--- src/sic_cfg.svh ---
// Constants of the six-source interrupt controller: offsets, fields, resets.
// Assumes inclusion by bare name from every file that needs them.
`ifndef SIC_CFG_SVH
`define SIC_CFG_SVH

// ****************************************
// Register byte offsets
// ****************************************
`define SIC_OFF_ENABLE 8'ha8
`define SIC_OFF_PRIO 8'hb8
`define SIC_OFF_STATUS 8'hc0
`define SIC_OFF_IRQMASK 8'hc4
`define SIC_OFF_SVC 8'hc8

// ****************************************
// Field positions and reset values
// ****************************************
`define SIC_BIT_GATE 7
`define SIC_BIT_PCT 7
`define SIC_BIT_SPARE 6
`define SIC_NSRC 6
`define SIC_CTL_RESET 8'h00
`define SIC_EVT_CALL 0
`define SIC_EVT_RETURN 1
`define SIC_EVT_PREEMPT 2
`define SIC_NEVT 3

// ****************************************
// Vector layout: base plus stride times source index
// ****************************************
`define SIC_VEC_BASE 16'h0003
`define SIC_VEC_STRIDE 16'h0008

`endif

--- src/sic_pkg.sv ---
// Types shared by the interrupt controller files.
// Assumes sic_cfg.svh sits on the include path.
`include "sic_cfg.svh"

package sic_pkg;
    typedef logic [`SIC_NSRC-1:0] sic_src_t;
    typedef logic [2:0] sic_idx_t;
    typedef enum logic {SEQ_RUN, SEQ_HOLD} sic_seq_t;
endpackage : sic_pkg

--- src/sic_arbiter.sv ---
// Acceptance and ranking of pending requests for the interrupt controller.
// Assumes all inputs come from the same clock domain; purely combinational.
`timescale 1ns/1ps
`include "sic_cfg.svh"

module sic_arbiter (
    input wire sic_pkg::sic_src_t pending, // Raw source requests
    input wire sic_pkg::sic_src_t srcEnable, // Per-source enable bits
    input wire sic_pkg::sic_src_t highLevel, // Per-source high-level bits
    input wire logic globalGate, // Global gate
    input wire logic priorityCircuitOff, // Priority circuit stopped
    input wire logic inSvcHigh, // High-level routine running
    input wire logic inSvcLow, // Low-level routine running
    output logic grant, // A request may be taken
    output sic_pkg::sic_idx_t grantIdx, // Chosen source index
    output logic grantHigh // Chosen source ranks high
);
    sic_pkg::sic_src_t req;
    sic_pkg::sic_src_t hiReq;
    sic_pkg::sic_src_t cand;

    // Lowest index wins: fixed order ext0, tmr0, ext1, tmr1, serial, tmr2
    function automatic sic_pkg::sic_idx_t firstSet(input sic_pkg::sic_src_t v);
        sic_pkg::sic_idx_t r;
        r = 3'h0;
        for (int i = `SIC_NSRC - 1; i >= 0; i--) begin
            if (v[i]) begin
                r = 3'(i);
            end
        end
        return r;
    endfunction : firstSet

    always_comb begin
        req = pending & srcEnable & {`SIC_NSRC{globalGate}};
        hiReq = req & highLevel;
        if (priorityCircuitOff) begin
            cand = req;
        end else if (inSvcHigh) begin
            cand = '0;
        end else if (inSvcLow) begin
            cand = hiReq;
        end else if (|hiReq) begin
            cand = hiReq;
        end else begin
            cand = req;
        end
        grant = |cand;
        grantIdx = firstSet(cand);
        grantHigh = highLevel[grantIdx] & ~priorityCircuitOff;
    end
endmodule : sic_arbiter

--- src/sic_controller.sv ---
// Six-source interrupt controller: registers on APB, ranking, CPU vectoring.
// Assumes requests and CPU strobes are synchronous to sys_clk.
`timescale 1ns/1ps
`include "sic_cfg.svh"

module sic_controller #(
    parameter int ADDR_W = 8
) (
    input wire logic sys_clk, // System clock, 20 MHz
    input wire logic sys_rst, // Synchronous reset, active high
    input wire logic psel, // APB select
    input wire logic penable, // APB enable
    input wire logic pwrite, // APB direction
    input wire logic [ADDR_W-1:0] paddr, // APB byte address
    input wire logic [31:0] pwdata, // APB write data
    output logic [31:0] prdata, // APB read data
    output logic pready, // APB ready
    output logic pslverr, // APB error on unmapped address
    input wire sic_pkg::sic_src_t srcRequest, // Peripheral request levels
    output sic_pkg::sic_src_t srcAck, // Pulse: request taken
    input wire logic instrDone, // Pulse: an instruction completed
    input wire logic retiDone, // Pulse: completed one was return_from_handler
    output logic vectorCall, // Pulse: call vectorAddr now
    output logic [15:0] vectorAddr, // Address of the called routine
    output logic irq // Level: unmasked event pending
);
    // ****************************************
    // State: APB read side
    // ****************************************
    logic [31:0] rdata_q;
    logic [31:0] rdata_d;
    logic slvErr_q;
    logic slvErr_d;

    // ****************************************
    // State: control registers and event flags
    // ****************************************
    sic_pkg::sic_src_t enBits_q;
    sic_pkg::sic_src_t enBits_d;
    logic gate_q;
    logic gate_d;
    sic_pkg::sic_src_t prioBits_q;
    sic_pkg::sic_src_t prioBits_d;
    logic pct_q;
    logic pct_d;
    logic [`SIC_NEVT-1:0] status_q;
    logic [`SIC_NEVT-1:0] status_d;
    logic [`SIC_NEVT-1:0] irqMask_q;
    logic [`SIC_NEVT-1:0] irqMask_d;

    // ****************************************
    // State: sequencer and in-service tracking
    // ****************************************
    logic inSvcHigh_q;
    logic inSvcHigh_d;
    logic inSvcLow_q;
    logic inSvcLow_d;
    logic [3:0] depth_q;
    logic [3:0] depth_d;
    sic_pkg::sic_seq_t seq_q;
    sic_pkg::sic_seq_t seq_d;
    logic call_q;
    logic call_d;
    logic [15:0] vec_q;
    logic [15:0] vec_d;
    sic_pkg::sic_src_t ack_q;
    sic_pkg::sic_src_t ack_d;
    sic_pkg::sic_idx_t lastIdx_q;
    sic_pkg::sic_idx_t lastIdx_d;

    // ****************************************
    // Internal nets
    // ****************************************
    logic setup;
    logic wrAccess;
    logic ctlWrite;
    logic grant;
    logic grantHigh;
    sic_pkg::sic_idx_t grantIdx;
    logic [`SIC_NEVT-1:0] evt;

    function automatic logic mapped(input logic [ADDR_W-1:0] a);
        return a == ADDR_W'(`SIC_OFF_ENABLE) ||
               a == ADDR_W'(`SIC_OFF_PRIO) ||
               a == ADDR_W'(`SIC_OFF_STATUS) ||
               a == ADDR_W'(`SIC_OFF_IRQMASK) ||
               a == ADDR_W'(`SIC_OFF_SVC);
    endfunction : mapped

    function automatic logic [15:0] vectorOf(input sic_pkg::sic_idx_t idx);
        return 16'(`SIC_VEC_BASE + `SIC_VEC_STRIDE * 16'(idx));
    endfunction : vectorOf

    // ****************************************
    // Ranking of pending requests
    // ****************************************
    sic_arbiter u_arbiter (
        .pending(srcRequest),
        .srcEnable(enBits_q),
        .highLevel(prioBits_q),
        .globalGate(gate_q),
        .priorityCircuitOff(pct_q),
        .inSvcHigh(inSvcHigh_q),
        .inSvcLow(inSvcLow_q),
        .grant(grant),
        .grantIdx(grantIdx),
        .grantHigh(grantHigh)
    );

    // ****************************************
    // APB slave: zero wait states, read data captured in setup
    // ****************************************
    assign setup = psel & ~penable;
    assign wrAccess = psel & penable & pwrite;
    // Only the two control registers arm the one-instruction hold
    assign ctlWrite = wrAccess & (paddr == ADDR_W'(`SIC_OFF_ENABLE) || paddr == ADDR_W'(`SIC_OFF_PRIO));
    assign pready = 1'b1;
    // Flag taken at setup, so the access phase answers at once
    assign pslverr = psel & penable & slvErr_q;
    assign prdata = rdata_q;

    always_comb begin
        rdata_d = rdata_q;
        slvErr_d = slvErr_q;
        if (setup) begin
            slvErr_d = ~mapped(paddr);
            if (paddr == ADDR_W'(`SIC_OFF_ENABLE)) begin
                rdata_d = {24'h0, gate_q, 1'b1, enBits_q};
            end else if (paddr == ADDR_W'(`SIC_OFF_PRIO)) begin
                rdata_d = {24'h0, pct_q, 1'b1, prioBits_q};
            end else if (paddr == ADDR_W'(`SIC_OFF_STATUS)) begin
                rdata_d = {29'h0, status_q};
            end else if (paddr == ADDR_W'(`SIC_OFF_IRQMASK)) begin
                rdata_d = {29'h0, irqMask_q};
            end else if (paddr == ADDR_W'(`SIC_OFF_SVC)) begin
                rdata_d = {22'h0, lastIdx_q, depth_q, inSvcHigh_q, inSvcLow_q, 1'b0};
            end else begin
                rdata_d = 32'h0;
            end
        end
    end

    // ****************************************
    // Control registers and event flags
    // ****************************************
    always_comb begin
        enBits_d = enBits_q;
        gate_d = gate_q;
        prioBits_d = prioBits_q;
        pct_d = pct_q;
        irqMask_d = irqMask_q;
        status_d = status_q;
        if (wrAccess && paddr == ADDR_W'(`SIC_OFF_ENABLE)) begin
            enBits_d = pwdata[`SIC_NSRC-1:0];
            gate_d = pwdata[`SIC_BIT_GATE];
        end else if (wrAccess && paddr == ADDR_W'(`SIC_OFF_PRIO)) begin
            prioBits_d = pwdata[`SIC_NSRC-1:0];
            pct_d = pwdata[`SIC_BIT_PCT];
        end else if (wrAccess && paddr == ADDR_W'(`SIC_OFF_IRQMASK)) begin
            irqMask_d = pwdata[`SIC_NEVT-1:0];
        end else if (wrAccess && paddr == ADDR_W'(`SIC_OFF_STATUS)) begin
            status_d = status_q & ~pwdata[`SIC_NEVT-1:0];
        end
        // Set after clear so a same-cycle event is never lost
        status_d = status_d | evt;
    end

    // Level output; software drops it by clearing status bits
    assign irq = |(status_q & irqMask_q);

    // ****************************************
    // Sequencer: decides at each instruction boundary
    // ****************************************
    always_comb begin
        seq_d = seq_q;
        call_d = 1'b0;
        ack_d = '0;
        vec_d = vec_q;
        lastIdx_d = lastIdx_q;
        inSvcHigh_d = inSvcHigh_q;
        inSvcLow_d = inSvcLow_q;
        depth_d = depth_q;
        evt = '0;
        if (instrDone) begin
            if (retiDone) begin
                // Return also costs one instruction before the next call
                evt[`SIC_EVT_RETURN] = 1'b1;
                if (inSvcHigh_q) begin
                    inSvcHigh_d = 1'b0;
                end else begin
                    inSvcLow_d = 1'b0;
                end
                if (depth_q != 4'h0) begin
                    depth_d = depth_q - 4'h1;
                end
                seq_d = sic_pkg::SEQ_HOLD;
            end else if (seq_q == sic_pkg::SEQ_HOLD || ctlWrite) begin
                seq_d = ctlWrite ? sic_pkg::SEQ_HOLD : sic_pkg::SEQ_RUN;
            end else if (grant) begin
                call_d = 1'b1;
                vec_d = vectorOf(grantIdx);
                ack_d = sic_pkg::sic_src_t'(1) << grantIdx;
                lastIdx_d = grantIdx;
                evt[`SIC_EVT_CALL] = 1'b1;
                if (!pct_q) begin
                    evt[`SIC_EVT_PREEMPT] = inSvcLow_q;
                    if (grantHigh) begin
                        inSvcHigh_d = 1'b1;
                    end else begin
                        inSvcLow_d = 1'b1;
                    end
                end
                // Depth saturates; software nesting beyond 15 is not counted
                if (depth_q != 4'hf) begin
                    depth_d = depth_q + 4'h1;
                end
            end
        end else if (ctlWrite) begin
            seq_d = sic_pkg::SEQ_HOLD;
        end
    end

    assign vectorCall = call_q;
    assign vectorAddr = vec_q;
    assign srcAck = ack_q;

    // ****************************************
    // Registers: APB read side
    // ****************************************
    always_ff @(posedge sys_clk) begin
        if (sys_rst) begin
            rdata_q <= 32'h0;
            slvErr_q <= 1'b0;
        end else begin
            rdata_q <= rdata_d;
            slvErr_q <= slvErr_d;
        end
    end

    // ****************************************
    // Registers: control and event flags
    // ****************************************
    always_ff @(posedge sys_clk) begin
        if (sys_rst) begin
            enBits_q <= '0;
            gate_q <= 1'b0;
            prioBits_q <= '0;
            pct_q <= 1'b0;
            status_q <= '0;
            irqMask_q <= '0;
        end else begin
            enBits_q <= enBits_d;
            gate_q <= gate_d;
            prioBits_q <= prioBits_d;
            pct_q <= pct_d;
            status_q <= status_d;
            irqMask_q <= irqMask_d;
        end
    end

    // ****************************************
    // Registers: sequencer
    // ****************************************
    always_ff @(posedge sys_clk) begin
        if (sys_rst) begin
            inSvcHigh_q <= 1'b0;
            inSvcLow_q <= 1'b0;
            depth_q <= 4'h0;
            seq_q <= sic_pkg::SEQ_RUN;
            call_q <= 1'b0;
            vec_q <= 16'h0;
            ack_q <= '0;
            lastIdx_q <= 3'h0;
        end else begin
            inSvcHigh_q <= inSvcHigh_d;
            inSvcLow_q <= inSvcLow_d;
            depth_q <= depth_d;
            seq_q <= seq_d;
            call_q <= call_d;
            vec_q <= vec_d;
            ack_q <= ack_d;
            lastIdx_q <= lastIdx_d;
        end
    end
endmodule : sic_controller

--- config.mk ---
export PLATFORM = sky130hd
export DESIGN_NAME = sic_controller
export DESIGN_NICKNAME = d
export VERILOG_FILES = /design/src/sic_pkg.sv /design/src/sic_arbiter.sv /design/src/sic_controller.sv
export VERILOG_INCLUDE_DIRS = /design/src /design/src/src
export SDC_FILE = /design/constraint.sdc
export NUM_CORES = 1
export LEC_CHECK = 0
export ABC_CLOCK_PERIOD_IN_PS = 5400
export BUFFER_PORTS_ARGS = -buffer_cell sky130_fd_sc_hd__buf_2
export CAP_MARGIN = 10
export CORE_ASPECT_RATIO = 0.6
export CORE_UTILIZATION = 53
export CTS_CLUSTER_DIAMETER = 200
export CTS_CLUSTER_SIZE = 12
export DETAILED_ROUTE_END_ITERATION = 8
export PLACE_DENSITY = 0.85
export SLEW_MARGIN = 0
export SYNTH_ARGS = -nofsm -noshare
export SYNTH_HDL_FRONTEND = slang
export SYNTH_HIERARCHICAL = 1
export SYNTH_SLANG_ARGS = --single-unit
--- constraint.sdc ---
create_clock -name sys_clk -period 5.4 [get_ports sys_clk]
set_input_delay 0.81 -clock sys_clk [delete_from_list [all_inputs] [get_ports sys_clk]]
set_output_delay 0.81 -clock sys_clk [all_outputs]
set_load 0.03 [all_outputs]
==> Word-level counts from Yosys, hierarchy flattened <==
Index checks and enable logic that the tools add are counted.
W data, S select, Z words.
{ "totals": {"reg_bits": 86, "latch_bits": 0, "ram_bits": 0, "romBits": 0, "inputBits": 53, "out_inout_bits": 58, "elab_cells": 132, "memories": 0} }
{ "op_classes": {"addsub": 3, "multipliers": 0, "div_mod_pow": 0, "n_lt_le_gt_ge": 1, "n_eq_ne": 12, "shifts": 1, "mux": 51, "bitwise_logic": 22, "reduce_logical": 26} }
{ "op_table": {"columns": ["operator", "n"], "rows": [
  ["$mux W10", 5],
  ["$eq A8 B8 Y1 const B", 5],
  ["$mux W3", 11],
  ["$mux W1", 25],
  ["$mux W6", 4],
  ["$mux W4", 5],
  ["$and A6 B6 Y6", 3],
  ["$reduce_or A6 Y1", 2],
  ["$reduce_and A5 Y1", 2],
  ["$not A1 Y1", 9],
  ["$ne A2 B2 Y1 const B", 4],
  ["$reduce_bool A2 Y1", 4],
  ["$add A2 B6 Y7 const A", 1],
  ["$and A1 B1 Y1", 6],
  ["$and A3 B3 Y3", 2],
  ["$reduce_and A6 Y1", 1],
  ["$shl A1 B3 Y6 const A", 1],
  ["$logic_or A1 B1 Y1", 5],
  ["$reduce_or A5 Y1", 1],
  ["$add A4 B1 Y4 const B", 1],
  ["$logic_and A1 B1 Y1", 4],
  ["$lt A3 B4 Y1 const B", 1],
  ["$ne A4 B4 Y1 const B", 1],
  ["$reduce_and A2 Y1", 2],
  ["11 further kinds", 11]
]} }

==> Longest topological paths before layout <==
{ "logic_depth": {"ltp_word": 22, "depth_mapped": 13} }

==> Cells and area by module <==
Netlist, hierarchy kept.
{ "modules_own_cells": {"columns": ["mod", "n_inst", "cells_per_inst", "area_each_um2"], "rows": [
  ["sic_controller", 1, 298, 2511.2],
  ["sic_arbiter", 1, 62, 427.9]
]} }

==> Least setup slack after synthesis <==
Ideal clock, no wire load.
{ "synth_timing": {"kind": "input -> register", "from": "input port srcRequest[1]", "to": "register depth_q[3]", "setup_ps": 116, "t_arrival_ps": 2782, "t_required_ps": 5284, "slack_ps": 2502, "cell_stages": 11, "path_buffers": 0, "cell_sequence": "a41o_1 > a41o_1 > o21ba_1 > a311oi_2 > a21oi_2 > nand2_1 > nor2b_1 > o21ai_0 > nor3_2 > a21oi_1 > a31o_1"} }
{ "synth_between": {"elab_chain_len": 11} }
{ "synth_lines": {"columns": ["item", "line_no", "rtl"], "rows": [
  ["start: declaration", "sic_controller.sv:19", "input wire sic_pkg::sic_src_t srcRequest,"],
  ["$and A6 B6 Y6 * (2 in a row)", "sic_arbiter.sv:35", "req = pending & srcEnable & {`SIC_NSRC{globalGate}};"],
  ["$and A6 B6 Y6", "sic_arbiter.sv:36", "hiReq = req & highLevel;"],
  ["$reduce_or A6 Y1", "sic_arbiter.sv:43", "end else if (|hiReq) begin"],
  ["$mux W6", "sic_arbiter.sv:43", null],
  ["$mux W6", "sic_arbiter.sv:41", "end else if (inSvcLow) begin"],
  ["$mux W6", "sic_arbiter.sv:39", "end else if (inSvcHigh) begin"],
  ["$mux W6 *", "sic_arbiter.sv:37", "if (priorityCircuitOff) begin"],
  ["$reduce_or A6 Y1 *", "sic_arbiter.sv:48", "grant = |cand;"],
  ["named net grant", "sic_controller.sv:77", "logic grant;"],
  ["$reduce_bool A2 Y1 (no line) *", null, null],
  ["$reduce_and A5 Y1 (no line) *", null, null],
  ["end signal: assignment", "sic_controller.sv:277", "depth_q <= depth_d;"],
  ["end: declaration", "sic_controller.sv:58", "logic [3:0] depth_q;"]
]} }
Mark *: on every way through the listed nets, which the timed path passes. The rest lies on a longest branch.
A chain may end at the register's enable or synchronous reset.

==> Worst setup path in the final report <==
{ "layout_timing": {"from": "input port srcRequest[1]", "to": "register ack_q[2], in the netlist srcAck[2]"} }
{ "layout_between": {"word_cells_on_any_way": 18} }
{ "layout_lines": {"columns": ["item", "line_no", "rtl"], "rows": [
  ["$and A6 B6 Y6 * (2 in a row)", "sic_arbiter.sv:35", null],
  ["$and A6 B6 Y6", "sic_arbiter.sv:36", null],
  ["$reduce_or A6 Y1", "sic_arbiter.sv:43", null],
  ["$mux W6", "sic_arbiter.sv:43", null],
  ["$mux W6", "sic_arbiter.sv:41", null],
  ["$mux W6", "sic_arbiter.sv:39", null],
  ["$mux W6 *", "sic_arbiter.sv:37", null],
  ["$reduce_or A6 Y1 *", "sic_arbiter.sv:48", null],
  ["named net grant", "sic_controller.sv:77", null],
  ["$not A1 Y1 (no line) *", null, null],
  ["$reduce_or A5 Y1 (no line) *", null, null],
  ["end signal: assignment", "sic_controller.sv:281", "ack_q <= ack_d;"],
  ["end: declaration", "sic_controller.sv:66", "sic_pkg::sic_src_t ack_q;"]
]} }
Marks and branches as above.

==> impl_metrics.ini <==
[outcome]
status = completed

[final_layout]
final_cell_mix = 51 x buf_2, 49 x dfxtp_1, 46 x nand2_1, 34 x nor2_1, 34 x conb_1
seq_area_sq_um = 980.9
multi_input_area_sq_mm = 0.001654
fin_nets = 455
layout_commonest_cell = buf_2
fillers = 481
drive_gt1_frac = 0.1900
finalInstanceArea_sq_mm = 0.003163
antenna_cells = 0
synthToLayoutAreaGrowth_pct = 7.620

[clock_tree]
cts_setup_buffers = 0
cts_made_buffers = 5
post_cts_resize_count = 0
clk_pin_slew_ns = 0.09
cts_tree = yes
root_buffer = clkbuf_8
clkLatencyLatePin_ns = 0.31
cts.sinks = 49
cts-htree-levels = 2
cts_hold_buf = 0
clock_path_buffers = 2

[power_and_ir_drop]
power.leakage_nw = 1.391
power_density_mw_per_mm2 = 247.0
irDropWorstVdd_mv = 0.1135

[min_path]
hold_class = reg2reg

[routing]
initialDrtViolationCount = 239
viasPerCell = 5.627
wirelength_um = 7055
postRouteAntennaNets = 0
vias = 2622
drc = 0
first_pass_iters = 7
wl_per_cell_um = 15.14

[critical_path]
crit_path_start = srcRequest[1]
worstSetupPathType = in2reg
reg2reg_from = gate_q$_SDFFE_PP0P_
worst_r2r_endpoint = srcAck[2]$_SDFF_PP0_
cp-end-kind = flop
cp_max_fo = 6
crit_end = srcAck[2]$_SDFF_PP0_
rrSetupSlack_ns = 2.06
crit_path_start_kind = input port
cp_data_required_time_ns = 5.61
worstRegToRegCells = 11
crit_arrival_ns = 3.68

[sta]
skew_ns = 0.004522
final_hold_viol_count = 0
fmax_mhz = 288.6
period_share = 0.6416
rsz0062_at_grt = no
max_slew.worst_pin.slew_ns = 0.9983
fin_crit_ns = 3.464
setup_viol = 0
tns_ns = 0
drv_slew = 0
maxSlewHeadroom = 0.3293

[synthesis]
ys.flop_type = dfxtp_1
ys_types = 61
synth-seq-cells = 49
yosysSeqAreaShare = 0.3338
synthArstFlopShare = 0
netlist_area_sq_mm = 0.002939
synth_warnings = 6
synth_edf_count = 0
syn_avg_cell_area_sq_um = 8.164
netlist_instances = 360

[global_route]
grtUsageTotal = 0.2569
antenna_found_initial = 0
grt_pass1_vias = 2330
grt_max_degree = 46
overflow = 0
grt_pass1_wl_um = 11500

[floorplan]
core_sq_mm = 0.005205
row_count = 20
start_util = 0.5647
io_pins = 111
fp.dieH_um = 59.68
die-area_sq_mm = 0.005857
die_x_um = 98.14

[place]
routabilityCongestion = 0.8884
numPortBuffers = 51
hpwlAfterDp_um = 5354
dpl_cell_area_sq_mm = 0.003029

[job]
maxCapViolCount = 0
## routing by layer
layer	part of all wire	GRT usage	vias to the layer above	wire, um
met4	0.0074	0.07463	0	52
met3	0.082	0.05965	6	578
met5	0	0	-	0
li1	-	-	1270	-
met2	0.45	0.4064	115	3147
met1	0.46	0.3553	1231	3277
## through the flow
stage	hold slack, ns	power, mW	util	setup slack, ns	cells
finish	0.4613	0.7812	0.6077	1.936	466
global placement	0.4349	0.4749	0.5820	1.766	458
detailed placement	0.4531	0.4776	0.5820	1.737	458
CTS	0.4646	0.7842	0.6077	2.025	466
global route	0.4965	0.8135	0.6077	1.842	466
floorplan	0.4274	0.4748	-	2.502	392
## state kept, by name (all words and copies together) (netlist names)
register / flops
gate_q: 1
vectorCall: 1
inSvcHigh_q: 1
inSvcLow_q: 1
prioBits_q: 6
slvErr_q: 1
lastIdx_q: 2
pct_q: 1
seq_q: 1
srcAck: 6
enBits_q: 6
irqMask_q: 3
depth_q: 4
status_q: 3
vectorAddr: 2
prdata: 10
## cell usage after synthesis, types with 2 or more instances
| master | number | area, sq um |
|---|---|---|
| o211a_1 | 2 | 20.02 |
| a21oi_1 | 30 | 150.1 |
| and3_1 | 2 | 12.51 |
| clkbuf_1 | 6 | 22.52 |
| buf_4 | 38 | 285.3 |
| xnor2_1 | 3 | 26.28 |
| mux2i_1 | 19 | 190.2 |
| buf_2 | 3 | 15.01 |
| o21a_1 | 2 | 15.01 |
| nand2_1 | 46 | 172.7 |
| dfxtp_1 | 49 | 980.9 |
| inv_1 | 15 | 56.30 |
| a21oi_2 | 2 | 17.52 |
| nor4b_1 | 2 | 17.52 |
| nor3_4 | 2 | 32.53 |
| nand4_1 | 8 | 50.05 |
| a21o_1 | 2 | 15.01 |
| nand3_1 | 9 | 45.04 |
| nand2b_1 | 5 | 31.28 |
| o31ai_1 | 5 | 37.54 |
| o21ai_1 | 6 | 30.03 |
| conb_1 | 2 | 7.510 |
| o22ai_1 | 2 | 12.51 |
| nor4_1 | 5 | 31.28 |
| a32oi_1 | 2 | 17.52 |
| o2111ai_1 | 2 | 17.52 |
| o21ai_0 | 8 | 40.04 |
| a211oi_1 | 2 | 15.01 |
| or4_1 | 2 | 15.01 |
| nor2b_1 | 4 | 25.02 |
| ha_1 | 2 | 25.02 |
| nor2_1 | 34 | 127.6 |
| nor3_2 | 2 | 20.02 |
| nor3_1 | 6 | 30.03 |
| a41o_1 | 2 | 20.02 |
| buf_6 | 4 | 45.04 |
## critical path, cell delays in order
cell and delay, ns:
buf_2 0.12, a41o_1 0.24, a41o_1 0.23, o21ba_1 0.24, a32oi_1 0.35, a21oi_2 0.11, nand2_1 0.08, nor2b_1 0.16
nand2_1 0.10, nor3_1 0.77, nand2_1 0.22, nor4_1 0.23
## cell type report
class | instances | share of cell area
clock inverter | 3 | 0.02057
multi-input combinational | 277 | 0.5229
clock buffer | 5 | 0.02176
sequential | 49 | 0.3101
tap | 66 | 0.02611
timing repair buffer | 51 | 0.08070
inverter | 15 | 0.01780
## cells by family (layout without fill, tap and decap cells)
group / Yosys count / after routing / share of synthesized area
flops: 49 / 49 / 0.3338
other cells: 2 / 34 / 0.002555
simple gates: 140 / 140 / 0.2507
xor+xnor: 3 / 3 / 0.008942
fa+ha+maj: 3 / 3 / 0.01532
compound gates: 78 / 78 / 0.1797
buf+inv: 66 / 74 / 0.1443
mux: 19 / 19 / 0.06471
## report_power, final
part | leakage (nW) | internal (mW) | switching (mW)
combinational | 0.926 | 0.0257 | 0.0724
clock | 0.0681 | 0.184 | 0.127
sequential | 0.396 | 0.367 | 0.00558
total | 1.39 | 0.576 | 0.205
## worst min-delay path by stage
stage | from | to | cells after the start
finish | prdata[8]$_SDFFE_PP0P_ | prdata[8]$_SDFFE_PP0P_ | 2
global route | slvErr_q$_SDFFE_PP0P_ | slvErr_q$_SDFFE_PP0P_ | 2
CTS | prdata[3]$_SDFFE_PP0P_ | prdata[3]$_SDFFE_PP0P_ | 2
detailed placement | prdata[5]$_SDFFE_PP0P_ | prdata[5]$_SDFFE_PP0P_ | 2
global placement | prdata[8]$_SDFFE_PP0P_ | prdata[8]$_SDFFE_PP0P_ | 2
floorplan | slvErr_q$_SDFFE_PP0P_ | slvErr_q$_SDFFE_PP0P_ | 2
Power figures use the tool's default switching activity.
